## config.mk

```make
export PLATFORM = sky130hd
export DESIGN_NAME = jsm_ctrl
export DESIGN_NICKNAME = d
export VERILOG_FILES = /design/src/jsm_pkg.sv /design/src/jsm_ctrl.sv
export SDC_FILE = /design/constraint.sdc
export NUM_CORES = 1
export LEC_CHECK = 0
export ABC_AREA = 1
export BUFFER_PORTS_ARGS = -buffer_cell sky130_fd_sc_hd__buf_2
export CAP_MARGIN = 5
export CORE_ASPECT_RATIO = 1.4
export CORE_UTILIZATION = 52
export CTS_CLUSTER_SIZE = 8
export DETAILED_ROUTE_END_ITERATION = 8
export PLACE_DENSITY_LB_ADDON = 0.08
export SETUP_SLACK_MARGIN = 0.4
export SLEW_MARGIN = 30
export SYNTH_ARGS = -nofsm -noshare
export SYNTH_HDL_FRONTEND = slang
export SYNTH_SLANG_ARGS = --single-unit
```

## constraint.sdc

```tcl
create_clock -name i_clk -period 2.25 [get_ports i_clk]
set_input_delay 0.225 -clock i_clk [delete_from_list [all_inputs] [get_ports i_clk]]
set_output_delay 0.225 -clock i_clk [all_outputs]
set_load 0.1 [all_outputs]
```

## src/jsm_pkg.sv

```systemverilog
// package: register map, field layout and codes for jack sense mute control
package jsm_pkg;
  // register indices on the plain port (byte address = index)
  localparam logic [7:0] ADDR_JACK_SENSE = 8'h72;
  localparam logic [7:0] ADDR_MIXDOWN_SEL = 8'h76;
  localparam logic [15:0] RESET_JACK_SENSE = 16'h0000;
  localparam logic [1:0] RESET_MIXDOWN_SEL = 2'h0;
  // field positions of jack_sense_control
  localparam int F_SPREAD = 15;
  localparam int F_B_MIX = 14;
  localparam int F_A_MIX = 13;
  localparam int F_MUTE_HI = 12;
  localparam int F_MUTE_LO = 10;
  localparam int F_B_EQB = 9;
  localparam int F_A_EQB = 8;
  localparam int F_B_MODE = 5;
  localparam int F_A_MODE = 4;
  localparam int F_B_ST = 3;
  localparam int F_A_ST = 2;
  localparam int F_B_FLAG = 1;
  localparam int F_A_FLAG = 0;
  // writable bits of jack_sense_control
  localparam logic [15:0] WR_MASK = 16'hff30;
  // mute selector codes
  localparam logic [2:0] MS_NONE = 3'h0;
  localparam logic [2:0] MS_LINE_B = 3'h1;
  localparam logic [2:0] MS_HP_B = 3'h2;
  localparam logic [2:0] MS_MIXED = 3'h4;
  localparam logic [2:0] MS_ALL_B = 3'h5;
  // mute vector bit order: hp, line, cb, rear, mono
  localparam logic [4:0] MV_NONE = 5'h00;
  localparam logic [4:0] MV_MONO = 5'h01;
  localparam logic [4:0] MV_LINE_CB_REAR = 5'h0e;
  localparam logic [4:0] MV_HP_CB_REAR = 5'h16;
  localparam logic [4:0] MV_HP_LINE_CB_REAR = 5'h1e;
  localparam logic [4:0] MV_ALL_BUT_HP = 5'h0f;
  // mixdown_select codes
  localparam logic [1:0] MX_CB = 2'h2;
  localparam logic [1:0] MX_CB_REAR = 2'h3;
  // mixdown type outputs
  localparam logic [1:0] MT_OFF = 2'h0;
  localparam logic [1:0] MT_CB = 2'h1;
  localparam logic [1:0] MT_CB_REAR = 2'h2;
endpackage : jsm_pkg

```

## src/jsm_ctrl.sv

```systemverilog
// jack sense mute, down-mix, spread and eq bypass control
//
// Operation
// RULE1: three-bit mute selector picks jack mute pattern; zero mutes nothing.
// RULE2: code 001: detect b low mutes line, center/bass, rear; high mutes mono.
// RULE3: code 010: detect b low mutes hp, center/bass, rear; high mutes mono.
// RULE4: code 100: hp active; pattern set by both detects.
// RULE5: code 101: detect b low mutes all but mono; high mutes mono.
// RULE6: forced mute silences an output regardless of its volume control.
// RULE7: unmuted output follows only its own volume control.
// RULE8: detect 0 means empty jack, 1 means plug inserted.
// RULE9: gate a set and detect a high activates down-mix.
// RULE10: gate b set and detect b high activates down-mix.
// RULE11: down-mix folds six channels to stereo for line or headphone.
// RULE12: spread gate set and a detect high enables two-to-six spread.
// RULE13: mixdown select 10 sums center/bass, 11 adds rear, 0x none.
// RULE14: per-detect mode bit; interrupt mode raises irq on state change.
// RULE15: per-detect eq bypass enable; detect high then bypasses equalizer.
// RULE16: reserved mute codes apply no jack-driven muting.
//
// register map seen by software
//   jack_sense_control, bit by bit:
//   15    spread gate, a plug present may spread two channels to six
//   14    detect b down-mix gate
//   13    detect a down-mix gate
//   12:10 mute selector
//   9     detect b equalizer bypass enable
//   8     detect a equalizer bypass enable
//   7:6   unused, read as zero
//   5     detect b interrupt mode
//   4     detect a interrupt mode
//   3     detect b synchronised state, read only
//   2     detect a synchronised state, read only
//   1     detect b change flag, write 0 clears
//   0     detect a change flag, write 0 clears
//   mixdown select sits alone in bits 1:0 of the second register
//
// timing: detect pins pass two flops, so jack outputs trail a pin
// change by three edges and a register write by two
//
// limitations and choices
//   reserved mute codes fall back to no muting, so a bad write cannot
//   silence every speaker at once
//   a jack gated down-mix with the select field clear is reported as
//   the six to two type, since the jack path has no type of its own
//   the spread output also follows the software switch port directly
//   change flags set on any synchronised edge whatever the mode bit;
//   the mode bit only decides whether the flag reaches the irq output
//   a flag clear written in the same cycle as a new edge loses to the
//   edge, so no plug event is ever dropped
//   a pin that glitches for less than two clocks may still raise a
//   flag; there is no debounce here, that is left to the jack network
//   read data is zero whenever the read strobe was low
//   writes to an unmapped address are ignored and read back as zero
//   the status bits read the synchronised level, not the raw pin
//   every output is a flop, so nothing glitches towards the amplifiers
//   mute outputs are high while forced; volume logic then holds off
`timescale 1ns/1ps
`default_nettype none
module jsm_ctrl (
  input wire logic i_clk,
  input wire logic i_sys_rst,
  input wire logic i_plug_detect_a,
  input wire logic i_plug_detect_b,
  input wire logic [7:0] i_addr,
  input wire logic [15:0] i_wdata,
  input wire logic i_wr,
  input wire logic i_rd,
  input wire logic i_spread_sw,
  output logic [15:0] o_rdata,
  output logic o_mute_headphone,
  output logic o_mute_line,
  output logic o_mute_center_bass,
  output logic o_mute_rear,
  output logic o_mute_mono,
  output logic o_mixdown_active,
  output logic [1:0] o_mixdown_type,
  output logic o_spread_active,
  output logic o_eq_bypass,
  output logic o_irq
);

  // all state of the block, registered as one word
  typedef struct packed {
    // detect synchronisers and last synchronised value
    logic [1:0] sync_a;
    logic [1:0] sync_b;
    logic det_a_q;
    logic det_b_q;
    // software visible registers and change flags
    logic [15:0] ctrl;
    logic [1:0] mix_sel;
    logic flag_a;
    logic flag_b;
    // registered outputs
    logic [15:0] rdata;
    logic [4:0] mute;
    logic mix_act;
    logic [1:0] mix_type;
    logic spread;
    logic eqb;
    logic irq;
  } jsm_state_t;

  jsm_state_t st_r;
  jsm_state_t st_nxt;

  // mute pattern from selector and detects, order hp line cb rear mono
  function automatic logic [4:0] jsm_mute_f(input logic [2:0] sel,
                                             input logic a,
                                             input logic b);
    logic [4:0] m;
    m = jsm_pkg::MV_NONE;
    unique case (sel)
      jsm_pkg::MS_NONE: begin // RULE1
        // detects ignored, every output follows its volume control
        m = jsm_pkg::MV_NONE;
      end
      jsm_pkg::MS_LINE_B: begin // RULE2
        if (b) begin
          m = jsm_pkg::MV_MONO; // plug in b: six channel speakers
        end else begin
          m = jsm_pkg::MV_LINE_CB_REAR;
        end
      end
      jsm_pkg::MS_HP_B: begin // RULE3
        if (b) begin
          m = jsm_pkg::MV_MONO; // plug in b: six channel speakers
        end else begin
          m = jsm_pkg::MV_HP_CB_REAR;
        end
      end
      jsm_pkg::MS_MIXED: begin // RULE4
        // headphone never muted; detect a only matters with b empty
        if (b) begin
          m = jsm_pkg::MV_ALL_BUT_HP;
        end else if (a) begin
          m = jsm_pkg::MV_MONO;
        end else begin
          m = jsm_pkg::MV_LINE_CB_REAR;
        end
      end
      jsm_pkg::MS_ALL_B: begin // RULE5
        if (b) begin
          m = jsm_pkg::MV_MONO; // plug in b: six channel speakers
        end else begin
          m = jsm_pkg::MV_HP_LINE_CB_REAR;
        end
      end
      default: begin // RULE16
        // reserved codes: no jack muting rather than a guess
        m = jsm_pkg::MV_NONE;
      end
    endcase
    return m;
  endfunction : jsm_mute_f

  // register decode, shared by the write and read paths
  function automatic logic jsm_hit_f(input logic [7:0] addr,
                                     input logic [7:0] reg_addr);
    logic hit;
    hit = (addr == reg_addr);
    return hit;
  endfunction : jsm_hit_f

  // a jack gate: enable bit and synchronised detect both high
  function automatic logic jsm_gate_f(input logic en_a,
                                      input logic a,
                                      input logic en_b,
                                      input logic b);
    logic on;
    on = (en_a && a) || (en_b && b);
    return on;
  endfunction : jsm_gate_f

  // edge of a synchronised detect against its previous value
  function automatic logic jsm_change_f(input logic now_v,
                                        input logic last_v);
    logic chg;
    chg = now_v ^ last_v;
    return chg;
  endfunction : jsm_change_f

  // change flag: a change sets it, a written zero clears it, set wins
  function automatic logic jsm_flag_f(input logic flag,
                                      input logic chg,
                                      input logic clr);
    logic f;
    f = flag;
    if (clr) begin
      f = 1'b0;
    end
    if (chg) begin
      f = 1'b1; // an event in the clear cycle is not lost
    end
    return f;
  endfunction : jsm_flag_f

  // interrupt request from one detect: flag kept and interrupt mode on
  function automatic logic jsm_irq_f(input logic flag,
                                     input logic mode);
    logic req;
    req = flag && mode;
    return req;
  endfunction : jsm_irq_f

  // spread request: software switch, or gate set and a plug present
  function automatic logic jsm_spread_f(input logic sw,
                                        input logic gate,
                                        input logic a,
                                        input logic b);
    logic on;
    on = sw || (gate && (a || b));
    return on;
  endfunction : jsm_spread_f

  // down-mix type, software select first, jack gate gives six to two
  function automatic logic [1:0] jsm_mix_type_f(input logic [1:0] sel,
                                                input logic jack_on);
    logic [1:0] t;
    t = jsm_pkg::MT_OFF;
    if (sel == jsm_pkg::MX_CB_REAR) begin
      t = jsm_pkg::MT_CB_REAR;
    end else if (sel == jsm_pkg::MX_CB) begin
      t = jsm_pkg::MT_CB;
    end else if (jack_on) begin
      t = jsm_pkg::MT_CB_REAR;
    end else begin
      t = jsm_pkg::MT_OFF;
    end
    return t;
  endfunction : jsm_mix_type_f

  // read word of jack_sense_control with live status and flags
  function automatic logic [15:0] jsm_ctrl_word_f(input logic [15:0] ctrl,
                                                  input logic a,
                                                  input logic b,
                                                  input logic fa,
                                                  input logic fb);
    logic [15:0] w;
    w = ctrl;
    w[jsm_pkg::F_A_ST] = a;
    w[jsm_pkg::F_B_ST] = b;
    w[jsm_pkg::F_A_FLAG] = fa;
    w[jsm_pkg::F_B_FLAG] = fb;
    return w;
  endfunction : jsm_ctrl_word_f

  // next-state logic
  always_comb begin
    logic a;
    logic b;
    logic chg_a;
    logic chg_b;
    logic mix_on;
    logic [15:0] rd_word;
    logic wr_ctrl;
    wr_ctrl = 1'b0;
    a = 1'b0;
    b = 1'b0;
    chg_a = 1'b0;
    chg_b = 1'b0;
    mix_on = 1'b0;
    rd_word = 16'h0000;
    st_nxt = st_r;
    // two-stage synchronisers, detect 1 = plug in
    st_nxt.sync_a = {st_r.sync_a[0], i_plug_detect_a};
    st_nxt.sync_b = {st_r.sync_b[0], i_plug_detect_b};
    a = st_r.sync_a[1]; // RULE8
    b = st_r.sync_b[1]; // RULE8
    st_nxt.det_a_q = a;
    st_nxt.det_b_q = b;
    chg_a = jsm_change_f(a, st_r.det_a_q);
    chg_b = jsm_change_f(b, st_r.det_b_q);
    // register writes
    wr_ctrl = i_wr && jsm_hit_f(i_addr, jsm_pkg::ADDR_JACK_SENSE);
    if (wr_ctrl) begin
      st_nxt.ctrl = i_wdata & jsm_pkg::WR_MASK;
    end
    if (i_wr && jsm_hit_f(i_addr, jsm_pkg::ADDR_MIXDOWN_SEL)) begin
      st_nxt.mix_sel = i_wdata[1:0];
    end
    // state change sets flag; set wins over clear
    st_nxt.flag_a = jsm_flag_f(st_r.flag_a, chg_a,
                               wr_ctrl && !i_wdata[jsm_pkg::F_A_FLAG]);
    st_nxt.flag_b = jsm_flag_f(st_r.flag_b, chg_b,
                               wr_ctrl && !i_wdata[jsm_pkg::F_B_FLAG]);
    // irq only from detects in interrupt mode
    st_nxt.irq = jsm_irq_f(st_r.flag_a, st_r.ctrl[jsm_pkg::F_A_MODE]) ||
                 jsm_irq_f(st_r.flag_b,
                           st_r.ctrl[jsm_pkg::F_B_MODE]); // RULE14
    // read data, one cycle after strobe
    rd_word = 16'h0000;
    if (jsm_hit_f(i_addr, jsm_pkg::ADDR_JACK_SENSE)) begin
      rd_word = jsm_ctrl_word_f(st_r.ctrl, a, b,
                                st_r.flag_a, st_r.flag_b);
    end else if (jsm_hit_f(i_addr, jsm_pkg::ADDR_MIXDOWN_SEL)) begin
      rd_word = {14'h0000, st_r.mix_sel};
    end
    st_nxt.rdata = i_rd ? rd_word : 16'h0000;
    // forced mute overrides volume, active leaves it alone
    st_nxt.mute = jsm_mute_f(st_r.ctrl[jsm_pkg::F_MUTE_HI:jsm_pkg::F_MUTE_LO],
                             a, b); // RULE6 RULE7
    // down-mix from software select or gated detects
    mix_on = jsm_gate_f(st_r.ctrl[jsm_pkg::F_A_MIX], a,
                        st_r.ctrl[jsm_pkg::F_B_MIX], b); // RULE9 RULE10
    st_nxt.mix_act = mix_on || st_r.mix_sel[1]; // RULE11
    st_nxt.mix_type = jsm_mix_type_f(st_r.mix_sel, mix_on); // RULE13
    // spread from software switch or gated jacks
    st_nxt.spread = jsm_spread_f(i_spread_sw,
                                 st_r.ctrl[jsm_pkg::F_SPREAD],
                                 a, b); // RULE12
    st_nxt.eqb = jsm_gate_f(st_r.ctrl[jsm_pkg::F_A_EQB], a,
                            st_r.ctrl[jsm_pkg::F_B_EQB], b); // RULE15
    // synchronous reset overrides everything above
    if (i_sys_rst) begin
      st_nxt = '0;
      st_nxt.ctrl = jsm_pkg::RESET_JACK_SENSE;
      st_nxt.mix_sel = jsm_pkg::RESET_MIXDOWN_SEL;
    end
  end

  // state register
  always_ff @(posedge i_clk) begin
    st_r <= st_nxt;
  end

  // outputs straight from state flops
  assign o_rdata = st_r.rdata;
  // forced mute per output
  assign o_mute_headphone = st_r.mute[4];
  assign o_mute_line = st_r.mute[3];
  assign o_mute_center_bass = st_r.mute[2];
  assign o_mute_rear = st_r.mute[1];
  assign o_mute_mono = st_r.mute[0];
  // down-mix and spread levels
  assign o_mixdown_active = st_r.mix_act;
  assign o_mixdown_type = st_r.mix_type;
  assign o_spread_active = st_r.spread;
  // equalizer bypass and interrupt
  assign o_eq_bypass = st_r.eqb;
  assign o_irq = st_r.irq;

endmodule : jsm_ctrl
`default_nettype wire

```

# Word level (Yosys, flattened, before mapping)
# Index checks and enable logic that the tools add are counted.
op_classes:
  reduce_logical: 24
  bitwise: 3
  n_mux: 15
  n_eq_ne: 8
op_table:
  columns: ["cell", "n"]
  rows:
  - ["$pmux W5 S4", 1]
  - ["$eq A8 B7 Y1 const B", 2]
  - ["$mux W16", 1]
  - ["$mux W4", 3]
  - ["$logic_and A1 B1 Y1", 11]
  - ["$mux W5", 2]
  - ["$mux W2", 4]
  - ["$eq A3 B3 Y1 const B", 2]
  - ["$logic_or A1 B1 Y1", 6]
  - ["$eq A2 B2 Y1 const B", 2]
  - ["$mux W1", 4]
  - ["$reduce_bool A2 Y1", 2]
  - ["$reduce_or A2 Y1", 2]
  - ["$eq A3 B1 Y1 const B", 1]
  - ["$eq A3 B2 Y1 const B", 1]
  - ["$reduce_or A3 Y1", 1]
  - ["$logic_not A1 Y1", 2]
  - ["$xor A1 B1 Y1", 2]
  - ["$not A1 Y1", 1]
totals:
  register_bits: 47
  word_cells: 67
  out_inout_bits: 27
  input_bits: 31

# Longest topological paths before layout
# Gate-level depths: netlist (run 1).
logic_depth:
  depth_word: 5
  ltp_mapped: 8
  ltp_nobuf: 7

# Least setup slack after synthesis (run 1)
# OpenSTA, ideal clock, no wires.
synth_timing:
  path_kind: "register to output"
  startpoint: "reg o_mute_center_bass (netlist name)"
  endpoint: "out o_mute_rear"
  t_required_ns: 2.025
  slack_ns: 0.669
  t_arrival_ns: 1.356
  stages_incl_launch_ff: 2
  path_buffers: 1
  cell_sequence: "dfxtp_1 -> buf_4"
synth_lines:
  columns: ["element", "line", "text"]
  rows:
  - ["to (decl)", "jsm_ctrl.sv:74", "output logic o_mute_rear,"]

# Worst setup path in the final report (run 1)
layout_timing:
  startpoint: "reg st_r (netlist bit o_rdata[3])"
  endpoint: "out o_rdata[3]"
layout_lines:
  columns: ["element", "line", "text"]
  rows:
  - ["from (decl)", "jsm_ctrl.sv:105", "jsm_state_t st_r;"]
  - ["from (signal assigned)", "jsm_ctrl.sv:325", "st_r <= st_nxt;"]
  - ["to (decl)", "jsm_ctrl.sv:70", "output logic [15:0] o_rdata,"]
# No word-level cell between the ends.

==> results of run 1 <==
worst max-delay path by stage:
stage                             to  cells past startpoint  slack [ns]
5_1_grt                   o_rdata[3]                      1        0.94
6_report                  o_rdata[3]                      1        0.98
4_1_cts                   o_rdata[3]                      1        0.96
2_1_floorplan            o_mute_rear                      1        0.67
3_5_place_dp   st_r[45]$_SDFFE_PP0P_                      7        0.91
3_3_place_gp   st_r[42]$_SDFFE_PP0P_                      7        0.90
registers in the layout, indices dropped and copies added (netlist names):
signal,flops
o_mixdown_type,2
o_rdata,14
o_irq,1
o_mute_mono,1
o_mute_line,1
st_r,20
o_mute_center_bass,1
o_mute_headphone,1
o_eq_bypass,1
o_mixdown_active,1
o_spread_active,1
where the power goes:
part | switching, mW | total, mW | leakage (nW) | internal (mW)
clock network | 0.267 | 0.630 | 0.0614 | 0.363
logic | 0.0595 | 0.0868 | 0.554 | 0.0273
registers | 0.00495 | 0.791 | 0.356 | 0.787
layer usage:
layer | GRT usage | part of all wire | wire (microns)
met1 | 0.188 | 0.40 | 1230
met2 | 0.332 | 0.51 | 1550
met3 | 0.0570 | 0.065 | 199
met4 | 0.0926 | 0.022 | 68
met5 | 0 | 0 | 0
logic make-up after synthesis:
kind of cell           count (synthesis)  share of synthesized area
buffers and inverters                 55                      0.170
AO/OA/AOI/OAI                         17                     0.0557
flip-flops                            44                      0.516
AND/OR/NAND/NOR                       96                      0.246
other                                  1                    0.00220
XOR/XNOR                               2                     0.0103
Yosys cell counts:
cell type  number
a211oi_1        1
a21oi_1         9
a22o_1          1
buf_2           4
buf_4          19
buf_6           1
clkbuf_1        1
conb_1          1
dfxtp_1        44
inv_1          28
inv_2           2
nand2_1        33
nand2_2         1
nand3_1         5
nand3_2         2
nand4_1         6
nor2_1         46
nor2_4          3
o21ai_0         3
o22ai_1         3
xnor2_1         2
layout make-up:
| type | instances | area [sq um] |
|---|---|---|
| Sequential cell | 44 | 881 |
| Multi-Input combinational cell | 117 | 539 |
| Inverter | 30 | 113 |
| Clock buffer | 6 | 82.6 |
| Fill cell | 324 | 1160 |
| Tap cell | 39 | 48.8 |
| Clock inverter | 2 | 38.8 |
| Timing Repair Buffer | 51 | 255 |
==> metrics.txt, run 1 <==
vias in the first global route=1207; Non-Filler Instances=289; Post-Place Worst Slack=0.909 ns; CP max stage delay=0.42 ns; commonest non-fill, non-tap cell in the layout=buf_2; Syn Inst Count=215; initial DRC count=29; most frequent cells in the layout=51 x buf_2, 46 x nor2_1, 44 x dfxtp_1, 33 x nand2_1, 28 x inv_1; final setup violation count=0; Buf/Inv on CP=1; post-CTS setup buffer count=0; Reg-to-Reg Start=st_r[50]$_SDFF_PP0_; global-route wire length before repair=4860 microns; synthesized flop and latch total=44; GRT overflow=0; PD cells=770 nW/um^2; clock buffer depth=2; H-tree level count=2; Die Ht=69.8 microns; DRC=0; FF-to-FF End=o_mixdown_active$_SDFF_PP0_; initial antenna violation count=0; CTS clk-pin slew, worst paths=0.08 ns; WL/cell=10.5 microns; Worst setup startpoint=o_rdata[3]$_SDFF_PP0_; YS warnings=0; min setup slack post-route=0.979 ns; drt first pass iters=4; largest net degree at the start of global routing=21; critical path's slowest cell=buf_2; min-delay src=i_plug_detect_b; CP endpoint kind=output pin; GPL Wtd Cong=0.801; Period minus WS final=1.27 ns; CP top delay family=buffers and inverters; antenna-violating nets left=0; layout cells sized above 1=0.268; mapped cell area=1710 sq um; cell count of the worst reg-to-reg path=4; Req. time, crit path=2.03 ns; kind of critical path=reg2out; Cells after DPL=281; fin area=1960 sq um; Top Ports=58; routed wire length=3050 microns; count of cell types in the netlist=21; share of the synthesized area in the top cell type=0.516; IO Port Bufs=51; top cells by area, synth=dfxtp_1 52%, nor2_1 10%, buf_4 8.4%; Mean Syn Cell Area=7.94 sq um; worst-path fanout max=1; WP data arrival=1.05 ns; final total power=1.51 mW; largest area contributor in the netlist=dfxtp_1; FF-to-FF setup slack=1.09 ns; worst-skew pair later-pin latency=0.30 ns; Final TNS setup=0 ns; final hold vios=0; leakage=0.972 nW; hold-critical path depth=3; CTS buffer count=5; clock sinks=44; FP Rows=24; vias per inst=4.69; crit path launch type=flop; Core Area=3120 sq um; detailed placement HPWL=2180 microns; crit-path cells=buf_2; initial core utilization=0.546; DP Area=1840 sq um; Slew Viols, Final=0; PostCTS Resize Cnt=0; fmax=787 MHz; Final nets=280; hold_buf cts=0; all-layer global routing usage=0.186; period utilization=0.565; status=finished, final reports clean; maxcap violations=0; post-layout util=0.627; Final Skew=0.00579 ns; maximum vdd drop=635 uV; Hold Crit Class=in2reg; CTS tree=yes; hold endpoint=st_r[49]$_SDFF_PP0_; RSZ-0062 raised after global routing=no; sequential share of the synthesized area=0.516; Layout Area Growth over Synthesis=14.7%; root buf cell=clkbuf_8; Worst Hold Margin=0.125 ns; vias=1354; Die Footprint=3520 sq um; Die X-Extent=50.4 microns; Antenna diodes=0
No activity file was read; power rests on OpenSTA's default activity.
==> inputs of run 2 (changes only) <==
--- a/config.mk
+++ b/config.mk
@@ -5,11 +5,11 @@
 export SDC_FILE = /design/constraint.sdc
 export NUM_CORES = 1
 export LEC_CHECK = 0
-export ABC_AREA = 1
+export ABC_AREA = 0
 export BUFFER_PORTS_ARGS = -buffer_cell sky130_fd_sc_hd__buf_2
 export CAP_MARGIN = 5
 export CORE_ASPECT_RATIO = 1.4
-export CORE_UTILIZATION = 52
+export CORE_UTILIZATION = 50
 export CTS_CLUSTER_SIZE = 8
 export DETAILED_ROUTE_END_ITERATION = 8
 export PLACE_DENSITY_LB_ADDON = 0.08
==> constraint.sdc (replaced) <==
create_clock -name i_clk -period 1.2 [get_ports i_clk]
set_input_delay 0.12 -clock i_clk [delete_from_list [all_inputs] [get_ports i_clk]]
set_output_delay 0.12 -clock i_clk [all_outputs]
set_load 0.1 [all_outputs]
==> metrics.txt, run 2 <==
clock sinks=44 (unchanged); drt first pass iters=4 (unchanged); mapped cell area=1810 sq um (+6.3%); WL/cell=14.1 microns (+34%); GRT overflow=0 (unchanged); commonest non-fill, non-tap cell in the layout=buf_12; multi-input logic area=865 sq um (+60%); global-route wire length before repair=5930 microns (+22%); Mean Syn Cell Area=10.2 sq um (+28%); CP endpoint kind=output pin; Final Skew=0.00533 ns (-0.000458 ns); initial DRC count=19 (-34%); vias in the first global route=1350 (+12%); all-layer global routing usage=0.214 (+0.0281); worst-skew pair later-pin latency=0.30 ns (about the same); top cells by area, synth=dfxtp_1 49%, nand2b_1 8.6%, buf_4 7.9%; kind of critical path=reg2out; Comb power frac=0.085 (+0.027); Die X-Extent=52.9 microns (+4.9%); asr flop ratio synth=0 (unchanged); DRC=0 (unchanged); most frequent cells in the layout=26 x buf_12, 24 x nand2b_1, 24 x buf_2, 23 x dfxtp_2, 15 x dfxtp_1; Final TNS setup=0 ns (unchanged); WP data arrival=0.85 ns (-0.20 ns); Reg power frac=0.565 (+0.040); Post-synth top flop=dfxtp_1; Non-Filler Instances=263 (-9.0%); count leader, synth=dfxtp_1; initial antenna violation count=0 (unchanged); fmax=1030 MHz; largest reg by FF count=st_r; switching part of the total power=0.244 (+0.0246); H-tree level count=2 (unchanged); antenna-violating nets left=0 (unchanged); Period minus WS final=0.972 ns; Cells after DPL=247 (-12%); Clock power frac=0.349 (-0.069); FP Rows=25 (+4.2%); synthesized flop and latch total=44 (unchanged); Sw Pwr=0.640 mW (+93%); Req. time, crit path=1.08 ns (-0.95 ns); CTS tree=yes; FF/Latch Area=932 sq um (+5.8%); hold_buf cts=0 (unchanged); period utilization=0.810; fill cell count=203 (-37%); RSZ-0062 raised after global routing=yes; initial core utilization=0.532 (-0.0144); Antenna diodes=0 (unchanged); Layout Area Growth over Synthesis=50.2%; maxcap violations=0 (unchanged); Syn Inst Count=178 (-17%); Top Ports=58 (unchanged); final setup violation count=0 (unchanged); sequential share of the synthesized area=0.486 (-0.0306); YS warnings=0 (unchanged); share of the synthesized area in the top cell type=0.486 (-0.0306); layout cells sized above 1=0.547 (+0.279); crit path launch type=flop; Slew Viols, Final=0 (unchanged); routed wire length=3710 microns (+22%); Die Footprint=3880 sq um (+10%); PD cells=961 nW/um^2 (+25%); CP top delay family=flip-flops; final hold vios=0 (unchanged); detailed placement HPWL=2210 microns (+1.3%); leakage=1.09 nW (+13%); clock buffer depth=2 (unchanged); CP max stage delay=0.38 ns (-0.04 ns); Post-synth EDFFs=0 (unchanged); maximum vdd drop=1050 uV (+65%); vias per inst=4.97 (+6.2%); CTS buffer count=5 (unchanged); IO Port Bufs=51 (unchanged); internal power=1.98 mW (+68%); largest net degree at the start of global routing=43 (+100%); Core Area=3410 sq um (+9.2%); critical path's slowest cell=dfxtp_4; Largest register FFs=20 (unchanged); root buf cell=clkbuf_8; vias=1308 (-3.4%); status=finished, final reports clean; Buf/Inv on CP=1 (unchanged); count of cell types in the netlist=31 (+48%); CTS clk-pin slew, worst paths=0.08 ns (about the same); Final nets=253 (-9.6%); crit-path cells=buf_12; commonest cells in the netlist=44 x dfxtp_1, 25 x nand2b_1, 19 x buf_4; Die Ht=73.3 microns (+5.0%); Hold Crit Class=in2reg; worst-path fanout max=2 (+1); largest area contributor in the netlist=dfxtp_1; GPL Wtd Cong=0.717 (-11%)
==> run 2: changes by cell type in the layout (fill, tap and decap cells not counted), sizes merged, moves of 6 or more <==
cell    before  now
and2         0   10
nand3        7    0
inv         30    5
a21oi        9    3
nand2       34    0
nand4        6    0
nor3         0    6
nor2        49   11
nand2b       0   25
mux2i        0   14
nor2b        0    9
buf         51   63
==> run 2: what timing repair did <==
| action | in CTS | in global routing |
|---|---|---|
| setup endpoints to repair | 48 | 51 |
| setup buffers | 7 | 1 |
| pin swaps | 10 | 5 |
| gates resized for setup | 138 | 19 |
==> run 2: cell families after synthesis <==
family / Yosys count / synth area share
xor+xnor: 2 / 0.00966
mux: 14 / 0.0772
flops: 44 / 0.486
simple gates: 73 / 0.270
buf+inv: 31 / 0.108
other cells: 1 / 0.00207
compound gates: 13 / 0.0476
==> run 2: path summary, 6_finish.rpt <==
path                                                    start                endpoint  slack (ns)  cells past startpoint
worst max-delay path            o_mute_center_bass$_SDFF_PP0_      o_mute_center_bass        0.23                      1
worst min-delay path                          i_plug_detect_b     st_r[49]$_SDFF_PP0_        0.03                      2
worst max register to register            st_r[50]$_SDFF_PP0_  o_mute_line$_SDFF_PP0_        0.24                      4
worst min register to register            st_r[49]$_SDFF_PP0_     st_r[50]$_SDFF_PP0_        0.44                      1
==> run 2: layer usage <==
metal | wire length (microns) | global-route usage | part of all wire | vias up
met5 | 0 | 0 | 0 | -
li1 | - | - | - | 651
met2 | 2060 | 0.384 | 0.55 | 37
met3 | 177 | 0.0621 | 0.048 | 5
met4 | 42 | 0.0702 | 0.011 | 0
met1 | 1430 | 0.235 | 0.39 | 615
==> run 2: power by group through the flow <==
stage / sequential, mW / clock (mW) / combinational, mW
floorplan: 1.53 / 0 / 0.115
finish: 1.48 / 0.915 / 0.224
global placement: 1.52 / 0 / 0.176
detailed placement: 1.52 / 0 / 0.180
CTS: 1.48 / 0.946 / 0.211
global route: 1.48 / 1.02 / 0.240
==> run 2: stage by stage <==
stage	cell area (sq um)	utilization	hold WS (ns)	worst slack [ns]	power [mW]
global placement	2020	0.592	0.332	0.0454	1.70
CTS	2630	0.772	0.0307	0.222	2.64
global route	2730	0.799	0.0298	0.197	2.74
detailed placement	2020	0.592	0.342	0.00307	1.70
floorplan	1880	-	0.242	0.161	1.65
finish	2730	0.799	0.0328	0.228	2.62
==> run 2: worst reg2reg max path: stages (launching register included) <==
cell and delay (ns):
dfxtp_4 0.42, buf_6 0.15, nor2b_1 0.05, a31oi_1 0.16
nor3_1 0.07
==> run 2: area by class of cell <==
type	count	area share
inverters	4	0.00551
repair buffers	63	0.283
clock inverters	3	0.00826
multi-input cells	104	0.317
well taps	40	0.0184
flip-flops and latches	44	0.342
clock buffers	5	0.0253
